[src/shared/mgmt_cfg.svh]
`ifndef MGMT_CFG_SVH
`define MGMT_CFG_SVH

// ****************************************************************
// save area layout
// ****************************************************************
`define SAVE_BASE_DEF 32'h0003_0000
`define SAVE_WORDS_DEF 8
`define WORD_BYTES 32'h0000_0004

// ****************************************************************
// address masking and pin synchroniser
// ****************************************************************
`define A20_BIT 20
`define PIN_COUNT 4
`define PIN_REQ 0
`define PIN_NMI 1
`define PIN_MIRQ 2
`define PIN_A20 3

`endif

[src/shared/mgmt_pkg.sv]
package mgmt_pkg;

  // gray order along entry, handler, exit
  typedef enum logic [1:0] {
    MM_IDLE = 2'h0,
    MM_SAVE = 2'h1,
    MM_HANDLER = 2'h3,
    MM_RESTORE = 2'h2
  } mm_state_t;

endpackage : mgmt_pkg

[src/shared/save_bus_if.sv]
`timescale 1ns/1ps

interface save_bus_if;
  logic start;
  logic restore;
  logic cycle_valid;
  logic cycle_write;
  logic [31:0] cycle_addr;
  logic cycle_ack;
  logic done;

  modport seq (
    input start,
    input restore,
    input cycle_ack,
    output cycle_valid,
    output cycle_write,
    output cycle_addr,
    output done
  );

  modport ctl (
    output start,
    output restore,
    output cycle_ack,
    input cycle_valid,
    input cycle_write,
    input cycle_addr,
    input done
  );
endinterface : save_bus_if

[src/core/mgmt_mode_ctl.sv]
// Behaviour
// RULE1 - mode entry blocks all incoming NMI requests
// RULE2 - IF set plus taken maskable request unblocks NMI
// RULE3 - trap or fault exception in mode unblocks NMI
// RULE4 - system releases mask around save and restore
// RULE5 - system suppresses mask while mode active
// RULE6 - mask released one I/O clock before active
// RULE7 - state save starts with active, no delay; not met when mem_ack or gap_r is high in the entry cycle
// RULE8 - late mask release may hit first saves
// RULE9 - system may hold request until mask released
// RULE10 - save memory should avoid odd megabyte ranges
// RULE11 - recognised mask forces address bit 20 low
`timescale 1ns/1ps
`include "mgmt_cfg.svh"

module mgmt_mode_ctl
  import mgmt_pkg::*;
#(
  parameter logic [31:0] SAVE_BASE = `SAVE_BASE_DEF,
  parameter int SAVE_WORDS = `SAVE_WORDS_DEF
) (
  input wire logic mclk,
  input wire logic rst,
  input wire logic ce,
  input wire logic mgmt_interrupt_request,
  input wire logic nmi_request,
  input wire logic maskable_interrupt_request,
  input wire logic address_bit20_mask_in,
  input wire logic if_flag,
  input wire logic exception_taken,
  input wire logic resume_req,
  input wire logic core_req,
  input wire logic core_write,
  input wire logic [31:0] core_addr,
  input wire logic mem_ack,
  output logic mgmt_mode_active_out,
  output logic nmi_take,
  output logic maskable_take,
  output logic nmi_blocked,
  output logic mem_valid,
  output logic mem_write,
  output logic [31:0] mem_addr
);

  // ****************************************************************
  // pin synchronisers
  // ****************************************************************
  wire [`PIN_COUNT-1:0] pin_in;
  wire [`PIN_COUNT-1:0] pin_s;
  logic nmi_d_r;

  assign pin_in[`PIN_REQ] = mgmt_interrupt_request;
  assign pin_in[`PIN_NMI] = nmi_request;
  assign pin_in[`PIN_MIRQ] = maskable_interrupt_request;
  assign pin_in[`PIN_A20] = address_bit20_mask_in;

  // one two-flop chain per pin; only the second flop is ever read
  for (genvar g = 0; g < `PIN_COUNT; g++) begin : g_sync
    logic meta_r;
    logic sync_r;

    always_ff @(posedge mclk or posedge rst) begin
      if (rst) begin
        meta_r <= 1'b0;
        sync_r <= 1'b0;
      end else if (ce) begin
        meta_r <= pin_in[g];
        sync_r <= meta_r;
      end
    end
    assign pin_s[g] = sync_r;
  end

  always_ff @(posedge mclk or posedge rst) begin
    if (rst) begin
      nmi_d_r <= 1'b0;
    end else if (ce) begin
      nmi_d_r <= pin_s[`PIN_NMI];
    end
  end

  wire req_s = pin_s[`PIN_REQ];
  wire mirq_s = pin_s[`PIN_MIRQ];
  // two flops of latency: a mask dropped late is still seen on early saves [RULE8]
  wire a20_s = pin_s[`PIN_A20];
  wire nmi_edge = pin_s[`PIN_NMI] & ~nmi_d_r;

  // ****************************************************************
  // mode sequencing
  // ****************************************************************
  save_bus_if sbus ();

  save_seq #(
    .BASE(SAVE_BASE),
    .WORDS(SAVE_WORDS)
  ) u_seq (
    .mclk(mclk),
    .rst(rst),
    .ce(ce),
    .bus(sbus)
  );

  // phases in which the sequencer owns the memory path
  function automatic logic seq_state(mm_state_t s);
    return (s == MM_SAVE) | (s == MM_RESTORE);
  endfunction : seq_state

  mm_state_t state_r;
  mm_state_t state_nxt;

  // the system is trusted to gate the request and mask pins [RULE9]
  wire entry_accept = (state_r == MM_IDLE) & req_s;
  wire resume_go = (state_r == MM_HANDLER) & resume_req;
  wire in_mode = (state_r != MM_IDLE);
  wire seq_phase = seq_state(state_r);
  wire seq_owns = seq_phase | sbus.start;

  assign sbus.start = entry_accept | resume_go;
  assign sbus.restore = resume_go;
  assign sbus.cycle_ack = mem_ack & seq_owns;

  always_comb begin
    state_nxt = state_r;
    case (state_r)
      MM_IDLE: begin
        if (entry_accept) begin
          state_nxt = MM_SAVE;
        end
      end
      MM_SAVE: begin
        if (sbus.done) begin
          state_nxt = MM_HANDLER;
        end
      end
      MM_HANDLER: begin
        if (resume_go) begin
          state_nxt = MM_RESTORE;
        end
      end
      MM_RESTORE: begin
        if (sbus.done) begin
          state_nxt = MM_IDLE;
        end
      end
      default: begin
        state_nxt = MM_IDLE;
      end
    endcase
  end

  // ****************************************************************
  // interrupt gating
  // ****************************************************************
  logic nmi_pend_r;
  logic blocked_r;

  // a taken maskable request only counts once software has set IF [RULE2]
  wire mirq_go = mirq_s & if_flag & ~maskable_take;
  wire nmi_go = nmi_pend_r & ~blocked_r;
  // outside the mode neither path touches the block
  wire unblock = in_mode & (mirq_go | exception_taken); // [RULE2] [RULE3]
  // leaving the mode reopens nmi as well, so nothing stays blocked for good
  wire exit_done = (state_r == MM_RESTORE) & sbus.done;
  // entry wins over a same-cycle unblock
  wire blocked_nxt = entry_accept | (blocked_r & ~unblock & ~exit_done); // [RULE1]
  // a new edge in the take cycle stays pending
  wire nmi_pend_nxt = nmi_edge | (nmi_pend_r & ~nmi_go);

  // ****************************************************************
  // external memory path
  // ****************************************************************
  // only bit 20 is touched; the rest of the address passes as issued
  function automatic logic [31:0] fold_bit20(logic [31:0] a, logic en);
    return en ? (a & ~(32'h0000_0001 << `A20_BIT)) : a;
  endfunction : fold_bit20

  wire [31:0] raw_addr = seq_owns ? sbus.cycle_addr : core_addr;
  // system keeps the mask off around save and restore [RULE4] [RULE5] [RULE6]
  wire [31:0] addr_nxt = fold_bit20(raw_addr, a20_s); // [RULE11]
  // dropped on ack so the same request is never presented twice
  wire valid_nxt = (seq_owns ? sbus.cycle_valid : core_req) & ~mem_ack;
  wire write_nxt = seq_owns ? sbus.cycle_write : core_write;

  // ****************************************************************
  // output registers
  // ****************************************************************
  always_ff @(posedge mclk or posedge rst) begin
    if (rst) begin
      state_r <= MM_IDLE;
      blocked_r <= 1'b0;
      nmi_pend_r <= 1'b0;
      mgmt_mode_active_out <= 1'b0;
      nmi_take <= 1'b0;
      maskable_take <= 1'b0;
      nmi_blocked <= 1'b0;
    end else if (ce) begin
      state_r <= state_nxt;
      blocked_r <= blocked_nxt; // [RULE1]
      nmi_pend_r <= nmi_pend_nxt;
      mgmt_mode_active_out <= (state_nxt != MM_IDLE);
      nmi_take <= nmi_go;
      maskable_take <= mirq_go;
      nmi_blocked <= blocked_nxt;
    end
  end

  // memory cycle registers kept apart from the mode flops
  always_ff @(posedge mclk or posedge rst) begin
    if (rst) begin
      mem_valid <= 1'b0;
      mem_write <= 1'b0;
      mem_addr <= '0;
    end else if (ce) begin
      // first save word leaves on the same edge as the active output unless mem_ack or gap_r is high in the entry cycle [RULE7]
      mem_valid <= valid_nxt;
      mem_write <= write_nxt;
      mem_addr <= addr_nxt;
    end
  end

endmodule : mgmt_mode_ctl

[src/core/save_seq.sv]
`timescale 1ns/1ps
`include "mgmt_cfg.svh"

module save_seq
  import mgmt_pkg::*;
#(
  parameter logic [31:0] BASE = `SAVE_BASE_DEF,
  parameter int WORDS = `SAVE_WORDS_DEF
) (
  input wire logic mclk,
  input wire logic rst,
  input wire logic ce,
  save_bus_if.seq bus
);

  localparam int IW = $clog2(WORDS + 1);

  logic busy_r;
  logic gap_r;
  logic wr_r;
  logic [IW-1:0] idx_r;

  wire last = (idx_r == IW'(WORDS - 1));
  wire take = bus.cycle_valid & bus.cycle_ack;

  // valid already in the start cycle unless gap_r is set, so the first word leaves with no delay
  assign bus.cycle_valid = (busy_r | bus.start) & ~gap_r;
  assign bus.cycle_write = bus.start ? ~bus.restore : wr_r;
  assign bus.cycle_addr = BASE + (32'(idx_r) * `WORD_BYTES);
  assign bus.done = take & last;

  // one idle cycle after each ack keeps a stale request from being acked twice
  always_ff @(posedge mclk or posedge rst) begin
    if (rst) begin
      busy_r <= 1'b0;
      gap_r <= 1'b0;
      wr_r <= 1'b0;
      idx_r <= '0;
    end else if (ce) begin
      gap_r <= take;
      if (bus.start) begin
        busy_r <= 1'b1;
        wr_r <= ~bus.restore;
      end
      if (take) begin
        busy_r <= ~last;
        idx_r <= last ? '0 : idx_r + 1'b1;
      end
    end
  end

endmodule : save_seq

[config.mk]
export PLATFORM = sky130hd
export DESIGN_NAME = mgmt_mode_ctl
export DESIGN_NICKNAME = d
export VERILOG_FILES = /design/src/shared/mgmt_pkg.sv /design/src/shared/save_bus_if.sv /design/src/core/mgmt_mode_ctl.sv /design/src/core/save_seq.sv
export VERILOG_INCLUDE_DIRS = /design/src /design/src/shared
export SDC_FILE = /design/constraint.sdc
export NUM_CORES = 1
export LEC_CHECK = 0
export BUFFER_PORTS_ARGS = -buffer_cell sky130_fd_sc_hd__buf_4
export CORE_ASPECT_RATIO = 0.75
export CORE_MARGIN = 3
export CORE_UTILIZATION = 45
export CTS_BUF_LIST = sky130_fd_sc_hd__clkbuf_16
export DETAILED_ROUTE_END_ITERATION = 8
export GPL_ROUTABILITY_DRIVEN = 0
export PLACE_DENSITY = 0.73
export SLEW_MARGIN = 20
export SYNTH_ARGS = -nofsm -noshare
export SYNTH_HDL_FRONTEND = slang
export SYNTH_HIERARCHICAL = 1
export SYNTH_SLANG_ARGS = --single-unit
[constraint.sdc]
create_clock -name mclk -period 2.4 [get_ports mclk]
set_input_delay 0.12 -clock mclk [delete_from_list [all_inputs] [get_ports mclk]]
set_output_delay 0.12 -clock mclk [all_outputs]
set_load 0.02 [all_outputs]
==> results of run 1 <==
-- critical path, stage by stage, from the launching register on --
cell and delay, ns:
dfrtp_2 0.45, inv_1 0.14, ha_2 0.27, a221oi_4 0.08
nor2b_1 0.20, nand2b_4 0.10, nor3b_1 0.19, buf_4 0.17
nor2b_1 0.04, o21ai_0 0.21, a41oi_1 0.15
-- area by class of cell --
| type | instances | share of cell area (%) |
|---|---|---|
| well taps | 78 | 2.55 |
| multi-input cells | 200 | 34.1 |
| repair buffers | 90 | 17.8 |
| clock buffers | 9 | 5.89 |
| inverters | 10 | 0.982 |
| flip-flops and latches | 57 | 37.3 |
| clock inverters | 6 | 1.34 |
-- through the flow --
stage	std cells	setup WS, ns
global placement	433	0.294
global route	450	-0.00268
finish	450	0.238
CTS	450	0.165
floorplan	308	0.0683
detailed placement	433	0.232
-- cells in the final DEF, fill, tap and decap left out, types with 5 or more instances in the layout --
master,n
buf_4,88
ha_1,5
dfrtp_1,56
nand2_1,12
inv_1,8
conb_1,28
a21oi_1,36
clkbuf_16,9
mux2_2,9
o21ai_0,8
nor2_1,38
mux2i_1,36
-- per-layer routing --
metal	up-vias	global-route usage (%)	share of wire, %
met4	0	4.09	0.80
met3	8	6.50	7.8
met5	-	0	0
met2	71	25.2	44
met1	962	24.8	48
li1	1075	-	-
-- power groups by stage --
stage	logic (mW)	clock network (mW)	registers, mW
2_1_floorplan	1.31	0	1.78
3_3_place_gp	1.97	0	1.53
3_5_place_dp	2.03	0	1.54
4_1_cts	2.04	1.21	1.53
5_1_grt	2.21	1.27	1.58
6_report	2.01	1.19	1.53
-- logic make-up after synthesis --
group	after synthesis
compound gates	54
other cells	2
buf+inv	51
fa+ha+maj	6
mux	47
simple gates	64
flops	57
xor+xnor	1
-- flip-flops by register name, summed over array words and instances (netlist names), 2 cells and up --
register,cells
mem_addr,32
g_sync.meta_r,4
u_seq/idx_r,4
g_sync.sync_r,3
state_r,2
-- synthesized netlist by cell type, drive strengths merged, types with 2 or more instances --
library cell and n:
clkbuf 5, o21ai 8, o31ai 2, mux2 11, nor2b 2, a21oi 36, conb 2, dfrtp 57
a31oi 2, nor3 3, a21o 3, inv 9, mux2i 36, nor2 39, ha 6, buf 36
nand2 12
-- worst max path at each step --
stage / start / end / slack, ns / cells after the start
2_1_floorplan: state_r[0]$_DFFE_PP0P_ / mgmt_mode_active_out$_DFFE_PP0P_ / 0.07 / 11
3_3_place_gp: state_r[0]$_DFFE_PP0P_ / mem_addr[5]$_DFFE_PP0P_ / 0.29 / 6
3_5_place_dp: state_r[0]$_DFFE_PP0P_ / mgmt_mode_active_out$_DFFE_PP0P_ / 0.23 / 10
4_1_cts: state_r[0]$_DFFE_PP0P_ / mgmt_mode_active_out$_DFFE_PP0P_ / 0.16 / 10
5_1_grt: state_r[0]$_DFFE_PP0P_ / mgmt_mode_active_out$_DFFE_PP0P_ / -0.003 / 10
6_report: state_r[0]$_DFFE_PP0P_ / mgmt_mode_active_out$_DFFE_PP0P_ / 0.24 / 10
-- what timing repair did --
action / CTS / global route
hold endpoints to repair: 19 / 0
endpoints found under the setup margin: 0 / 2
resized for setup: 0 / 2
hold buffers: 2 / 0
==> summary.md, run 1 <==
| Metric | Value |
|---|---|
| Largest net degree at the start of global routing | 45 |
| # clock sinks | 57 |
| Cells after Synth | 282 |
| Die Y-Extent | 76.4 µm |
| Antenna Cells | 0 |
| Starting Density | 48.8% |
| Ports | 83 |
| Hold WC Path Type | in2reg |
| Die span in x | 99.9 µm |
| DRC Markers | 0 |
| Drt first pass iters | 6 |
| Site Rows | 24 |
| # fillers | 530 |
| Worst skew pair latency | 0.32 ns |
| Proportion of synthesized area in mux cells | 16.5% |
| Post-Syn Area | 0.00297 mm² |
| Total Neg Setup Slack | 0 ns |
| Post-synthesis adder-cell area fraction | 2.53% |
| Share of cells above drive strength 1 | 32.8% |
| Clk buf depth | 2 |
| Worst Hold Endpoint | g_sync[3].meta_r$_DFFE_PP0P_ |
| Reg2reg end | mgmt_mode_active_out$_DFFE_PP0P_ |
| Sequential cell area | 0.00143 mm² |
| GRT overflow | 0 |
| FF-to-FF Start | state_r[0]$_DFFE_PP0P_ |
| Multi-input gate area | 0.00130 mm² |
| Crit path time final | 2.16 ns |
| Hold Crit Start | address_bit20_mask_in |
| Max frequency | 462 MHz |
| Final ANT Viol Nets | 0 |
| Routed WL per cell | 13.7 µm |
| Comb power frac | 42.5% |
| WHS Path Cells | 2 |
| Detailed Route WL | 6160 µm |
| Register area share after synthesis | 48.0% |
| Synth Register Bits | 57 |
| Reg-to-reg setup timing slack | 0.24 ns |
| Int Power | 3.02 mW |
| Max cap viols | 0 |
| GRT Resource Usage Total | 17.5% |
| Dominant cell type by area after synthesis | dfrtp_1 |
| Post-route cell area | 0.00382 mm² |
| Initial antenna violation count | 0 |
| Slew HR | 60.9% |
| WS Path Type | reg2reg |
| Clock power frac | 25.1% |
| Final setup viols | 0 |
| Fin nets | 419 |
| Core area | 0.00610 mm² |
| Die area | 0.00763 mm² |
| Min Hold Slack | 0.0339 ns |
| Count of pins over their slew limit | 0 |
| Post-Synth Simple-Gate Area | 10.2% |
| Share of the synthesized area in the top cell type | 48.0% |
| Vias in the first global route | 2,148 |
| Main flop type after synthesis | dfrtp_1 |
| Final core occ | 62.7% |
| Switch Pwr | 1.71 mW |
| Post-synth EDFFs | 0 |
| Dominant cells by area after synthesis | dfrtp_1, mux2i_1, buf_4 |
| Final worst-path cycle share | 90.1% |
| Synth Area in Compound Gates | 10.3% |
| CTS Buf Count | 9 |
| CTS tree | built |
| Setup Buffers After CTS | 0 |
| DP Wirelength | 4410 µm |
| Port-buffer cells | 82 |
| Seq pwr share | 32.4% |
| Leak | 1.83 nW |
| First-pass GRT wire length | 10,500 µm |
| Synth-to-layout area growth | 28.6% |
| Final hold vios | 0 |
| CP max FO | 7 |
| Syn avg cell area | 10.5 µm² |
| Clk pin slew, worst setup/hold paths | 0.05 ns |
| Area after DPL | 0.00352 mm² |
| H-tree depth | 3 |
| Vias per inst | 4.70 |
| Worst Tran Pin Value | 0.587 ns |
| Req. time, crit path | 2.57 ns |
| Setup crit end kind | register |
| Clk root buf | clkbuf_16 |
| Synth Warn # | 6 |
| Distinct cells, synth | 39 |
| Vias post-DR | 2,116 |
| Clock skew | 0.00739 ns |
| Initial drt markers | 81 |
| Fraction of registers with async set/reset | 100% |
| Main combinational cell family by area after synthesis | multiplexers |
| VDD IR max | 0.648 mV |
| XOR/XNOR Fraction of Synth Area | 0.295% |
| Cell Pwr Density | 1240 mW/mm² |
| FF-to-FF path depth | 10 |
| CP Launch Type | register |
| Outcome | finished clean |
| Net Sw Frac | 36.1% |
| Worst Path Arrival | 2.33 ns |
| Pwr Total | 4.73 mW |
Note: power is estimated with default switching activity, not from simulation.
==> run 2: changes to the inputs <==
- PLACE_DENSITY: 0.73 -> 0.75
- SYNTH_HIERARCHICAL: 1 -> unset
==> run 2 against run 1 <==
  * Routed wire length decreased by 6.7%
  * Area after synthesis decreased by 16%
  * Setup slack improved by 0.0074 ns
  * Sequential share of layout area increased by 3.4 points
  * Cell count decreased by 15%
  * Via count decreased by 5.6%
  * Maximum frequency increased by 0.34%
  * Die area decreased by 15%
  * Critical endpoint is now u_seq.idx_r[3]$_DFFE_PP0P_
  * Largest cell class unchanged
==> summary.md, run 2 <==
| Metric | Value |
|---|---|
| Outcome | finished clean |
| CP Launch Type | register |
| Die Y-Extent | 70.6 µm |
| Synth-to-layout area growth | 39.9% |
| Reg-to-reg setup timing slack | 0.25 ns |
| Ports | 83 |
| Most frequent cells in the layout | buf_4, dfrtp_1, nand2_1 |
| Worst Path Arrival | 2.36 ns |
| Clk root buf | clkbuf_16 |
| Worst Tran Pin Value | 0.662 ns |
| Die area | 0.00651 mm² |
| Final worst-path cycle share | 89.8% |
| FF-to-FF Start | state_r[1]$_DFFE_PP0P_ |
| Syn Nets | 271 |
| Dominant cell type by area after synthesis | dfrtp_1 |
| Port-buffer cells | 82 |
| Syn avg cell area | 11.4 µm² |
| RSZ-0062 raised after global routing | no |
| Fin cells | 381 |
| Cell Pwr Density | 1150 mW/mm² |
| Pwr Total | 4.03 mW |
| Fraction of registers with async set/reset | 100% |
| Post-route cell area | 0.00350 mm² |
| CTS tree | built |
| Fin nets | 357 |
| CTS Buf Count | 9 |
| Main flop type after synthesis | dfrtp_1 |
| Area after DPL | 0.00318 mm² |
| Slew HR | 55.9% |
| Antenna Cells | 0 |
| H-tree depth | 3 |
| DRC Markers | 0 |
| Vias post-DR | 1,997 |
| Most common cell in the netlist | dfrtp_1 |
| Largest register by flop count | mem_addr |
| Synth Register Bits | 57 |
| Dominant cells by area after synthesis | dfrtp_1, o2bb2ai_1, mux2_2 |
| Share of cells above drive strength 1 | 38.5% |
| DP Wirelength | 3890 µm |
| Most common cell after layout, fill and taps aside | buf_4 |
| Distinct cells, synth | 42 |
| FF-to-FF path depth | 7 |
| Max FFs per register | 32 |
| Final hold vios | 0 |
| Worst skew pair latency | 0.32 ns |
| Setup crit end kind | register |
| Max cap viols | 0 |
| Clk buf depth | 2 |
| Crit path time final | 2.15 ns |
| Largest net degree at the start of global routing | 37 |
| WS Path Type | reg2reg |
| Die span in x | 92.2 µm |
| Routed wl met2 | 2520 µm |
| Share of the synthesized area in the top cell type | 56.9% |
| Clk pin slew, worst setup/hold paths | 0.05 ns |
| Vias in the first global route | 1,957 |
| Hold WC Path Type | in2reg |
| Max frequency | 464 MHz |
| Largest regs | mem_addr x32, g_sync.meta_r x4, u_seq.idx_r x4 |
| Post-synth EDFFs | 0 |
| Total Neg Setup Slack | 0 ns |
| Count of pins over their slew limit | 0 |
| Routed wl met3 | 374 µm |
| Commonest cells in the netlist | dfrtp_1, nand2_1, o2bb2ai_1 |
| First-pass GRT wire length | 9580 µm |
| Core area | 0.00512 mm² |
| GRT overflow | 0 |
| VDD IR max | 0.740 mV |
| CP Launch Point | state_r[1]$_DFFE_PP0P_ |
| Synth Warn # | 0 |
| Clock skew | 0.00670 ns |
| Vias per inst | 5.24 |
| Final setup viols | 0 |
| CP max FO | 7 |
| Req. time, crit path | 2.60 ns |
| Routed WL per cell | 15.1 µm |
| Post-Syn Area | 0.00250 mm² |
| Final core occ | 68.5% |
| Final ANT Viol Nets | 0 |
| Post-cts resize count | 0 |
| Starting Density | 48.9% |
| Detailed Route WL | 5750 µm |
| # clock sinks | 57 |
| GRT Resource Usage Total | 18.7% |
| Wl on met1 | 2780 µm |
| Top Layer Used | met4 |
| Hold Crit Start | mgmt_interrupt_request |
| Initial antenna violation count | 0 |
| Leak | 1.70 nW |
| WHS Path Cells | 2 |
| Initial drt markers | 96 |
| Cells after Synth | 219 |
| Drt first pass iters | 5 |
| Register area share after synthesis | 56.9% |
| Placed insts | 364 |
| Site Rows | 22 |
[run 2: changes by cell type after synthesis, moves of 4 or more]
cell       delta
o2bb2ai_1    +26
buf_4        -27
a21oi_1      -28
nand2_1      +19
mux2i_1      -31
nor2_1       -24
o21ai_0       -4
[run 2: logic make-up after synthesis]
logic type                 synth area share (%)
adders and majority gates                  3.50
muxes                                      7.39
DFF                                        56.9
xor gates and xnor gates                  0.350
AOI/OAI and AO/OA                          17.1
and+or+nand+nor                            10.8
buffers and inverters                      3.85
[run 2: power by group]
group	internal, mW	leakage [nW]	switching [mW]
clock network	0.897	0.155	0.423
registers	1.23	0.705	0.198
logic	0.586	0.844	0.695
total	2.72	1.70	1.32
[run 2: repair_timing]
item | in CTS | in global routing
endpoints found under the setup margin | 0 | 4
endpoints found under the hold margin | 16 | 0
hold buffers | 1 | 0
buffers inserted | 0 | 1
[run 2: path summary, 6_finish.rpt]
kind	end
worst max register to register	u_seq.idx_r[3]$_DFFE_PP0P_
worst min-delay path	g_sync[0].meta_r$_DFFE_PP0P_
worst max-delay path	u_seq.idx_r[3]$_DFFE_PP0P_
max in group asynchronous	g_sync[0].sync_r$_DFFE_PP0P_
min in group asynchronous	mem_addr[16]$_DFFE_PP0P_
worst min register to register	mem_addr[7]$_DFFE_PP0P_
[run 2: worst max-delay path, stage by stage (launching register included)]
cell and delay (ns):
dfrtp_1 0.43, inv_1 0.14, ha_1 0.29, a222oi_1 0.14, buf_4 0.17, nor3_2 0.41, nand4_1 0.17, mux2_2 0.29
[run 2: cell type report]
class,count,area (µm²)
clock inverters,6,83.8
clock buffers,9,225
well taps,72,90.1
inverters,9,33.8
flip-flops and latches,57,1430
multi-input cells,140,982
fillers,420,1620
repair buffers,88,663
[run 2: layer usage]
| layer | vias up | track usage [%] |
|---|---|---|
| met4 | 0 | 6.26 |
| met5 | - | 0 |
| met3 | 7 | 6.27 |
| met1 | 976 | 26.3 |
| li1 | 954 | - |
| met2 | 60 | 27.4 |
[run 2: per-stage QoR]
step	hold WS, ns	worst slack, ns
finish	0.0318	0.245
global route	0.0296	0.0211
CTS	0.0223	0.0787
detailed placement	0.129	0.0876
global placement	0.137	0.210
floorplan	0.241	0.369
==> run 3: changes to the inputs <==
- REMOVE_ABC_BUFFERS: unset -> 1
==> run 3 against run 2 <==
  * Die area stayed put
  * Non-clock buffer count is 1 higher
  * Count of clock-buffer cells in the layout stayed put
  * First-iteration DRC count grew 47%
  * Register-to-register slack got worse by 0.04 ns
  * Core utilization decreased by 0.27 points
  * Via count rose by 1.3%
  * Clock skew decreased by 0.0023 ns
  * Sequential cell count unchanged
  * Clock power is 9.8% lower
  * Cell count increased by 0.52%
  * Global-route usage grew 0.47 points
  * Largest power group unchanged
  * Highest routed layer unchanged
==> summary.md, run 3 (same netlist as run 2, synthesis figures left out) <==
| Metric | Value |
|---|---|
| Starting Density | 48.9% |
| WS Path Type | reg2reg |
| Vias in the first global route | 2,085 |
| # clock sinks | 57 |
| Setup crit end kind | register |
| First-pass GRT wire length | 9870 µm |
| CTS Hold Buffers Added | 1 |
| Clk pin slew, worst setup/hold paths | 0.05 ns |
| Setup Buffers After CTS | 0 |
| RSZ-0062 raised after global routing | no |
| Post-cts resize count | 0 |
| Hold WC Path Type | in2reg |
| Final core occ | 68.2% |
| VDD IR max | 0.742 mV |
| CTS Buf Count | 9 |
| Detailed Route WL | 6020 µm |
| Vias post-DR | 2,023 |
| Die Y-Extent | 70.6 µm |
| Die span in x | 92.2 µm |
| GRT Resource Usage Total | 19.2% |
| Leak | 1.69 nW |
| Site Rows | 22 |
| GRT overflow | 0 |
| Initial antenna violation count | 0 |
| Share of cells above drive strength 1 | 38.3% |
| Initial drt markers | 141 |
| Drt first pass iters | 4 |
| Final setup viols | 0 |
| Crit path time final | 2.20 ns |
| Antenna Cells | 0 |
| DRC Markers | 0 |
| Largest register by flop count | mem_addr |
| Max cap viols | 0 |
| Worst Path Arrival | 2.45 ns |
| Total Neg Setup Slack | 0 ns |
| H-tree depth | 3 |
| Clk buf depth | 2 |
| Port-buffer cells | 82 |
| Max frequency | 455 MHz |
| Largest regs | mem_addr x32, g_sync.meta_r x4, u_seq.idx_r x4 |
| Fin nets | 358 |
| Clk root buf | clkbuf_16 |
| Placed insts | 366 |
| Ports | 83 |
| Pre-CTS setup slack | 0.184 ns |
| Slew HR | 53.8% |
| Final ANT Viol Nets | 0 |
| CP Launch Type | register |
| Most frequent cells in the layout | buf_4, dfrtp_1, nand2_1 |
| Most common cell after layout, fill and taps aside | buf_4 |
| Cell Pwr Density | 1120 mW/mm² |
| Final hold vios | 0 |
| Int Power | 2.61 mW |
| Req. time, crit path | 2.65 ns |
| Die area | 0.00651 mm² |
| Clock power frac | 30.4% |
| Max FFs per register | 32 |
| Clock skew | 0.00442 ns |
| Count of pins over their slew limit | 0 |
| DP Wirelength | 4330 µm |
| Final worst-path cycle share | 91.5% |
| Vias per inst | 5.28 |
| Switch Pwr | 1.32 mW |
| Routed WL per cell | 15.7 µm |
| Seq pwr share | 36.5% |
| Net Sw Frac | 33.5% |
| Outcome | finished clean |
| Final setup margin | 0.204 ns |
| Worst Tran Pin Value | 0.694 ns |
| Fin cells | 383 |
| Comb power frac | 33.1% |
| CP max FO | 33 |
| Core area | 0.00512 mm² |
| Worst skew pair latency | 0.31 ns |
| Synth-to-layout area growth | 39.4% |
| CTS tree | built |
| Largest net degree at the start of global routing | 34 |
-- run 3: changes by cell type in the layout (fill, tap and decap cells not counted), sizes merged --
| cell | delta |
|---|---|
| bufinv | -1 |
| clkinvlp | +2 |
| buf | +1 |
| clkinv | -1 |
| inv | +1 |
-- run 3: per-layer routing --
metal / up-vias / routed length (µm) / global-route usage, %
met5: - / 0 / 0
met4: 0 / 25 / 4.94
met3: 4 / 434 / 7.44
met2: 84 / 2940 / 31.7
met1: 975 / 2630 / 23.9
li1: 960 / - / -
-- run 3: through the flow --
stage | power [mW] | hold WS, ns | area, µm²
after floorplan | 2.17 | 0.205 | 2440
after global placement | 2.70 | 0.105 | 3190
after detailed placement | 2.75 | 0.109 | 3190
after CTS | 3.96 | 0.0266 | 3490
after global routing | 4.15 | 0.0238 | 3490
final | 3.93 | 0.0350 | 3490
-- run 3: power groups by stage --
stage | sequential, mW | clock [mW] | combinational [mW]
after floorplan | 1.64 | 0 | 0.528
after global placement | 1.44 | 0 | 1.26
after detailed placement | 1.44 | 0 | 1.31
after CTS | 1.43 | 1.22 | 1.31
after global routing | 1.47 | 1.27 | 1.41
final | 1.43 | 1.19 | 1.30
-- run 3: area by class of cell --
| cell class | count | area, µm² |
|---|---|---|
| fill | 437 | 1630 |
| sequential | 57 | 1430 |
| multi-input combinational | 140 | 982 |
| timing repair buffer | 89 | 671 |
| clock buffer | 9 | 225 |
| tap | 72 | 90.1 |
| clock inverter | 7 | 62.6 |
| inverter | 9 | 33.8 |
-- run 3: worst paths after layout --
kind                                                 to                startpoint  slack, ns  depth (start not counted)
min in group asynchronous       mem_addr[6]$_DFFE_PP0P_                       rst       0.33                          3
max in group asynchronous        state_r[0]$_DFFE_PP0P_                       rst       1.46                          4
min                        g_sync[3].meta_r$_DFFE_PP0P_     address_bit20_mask_in       0.03                          2
max                               mem_valid$_DFFE_PP0P_    state_r[1]$_DFFE_PP0P_       0.20                          6
max reg2reg                       mem_valid$_DFFE_PP0P_    state_r[1]$_DFFE_PP0P_       0.20                          6
min reg2reg                    mem_addr[21]$_DFFE_PP0P_  mem_addr[21]$_DFFE_PP0P_       0.48                          1
-- run 3: critical path, cell delays in order, from the launching register on --
cell and delay [ns]:
dfrtp_1 0.44, inv_1 0.12, ha_1 0.27, a22o_2 0.29
or2_2 0.54, o22ai_1 0.30, a22o_1 0.16
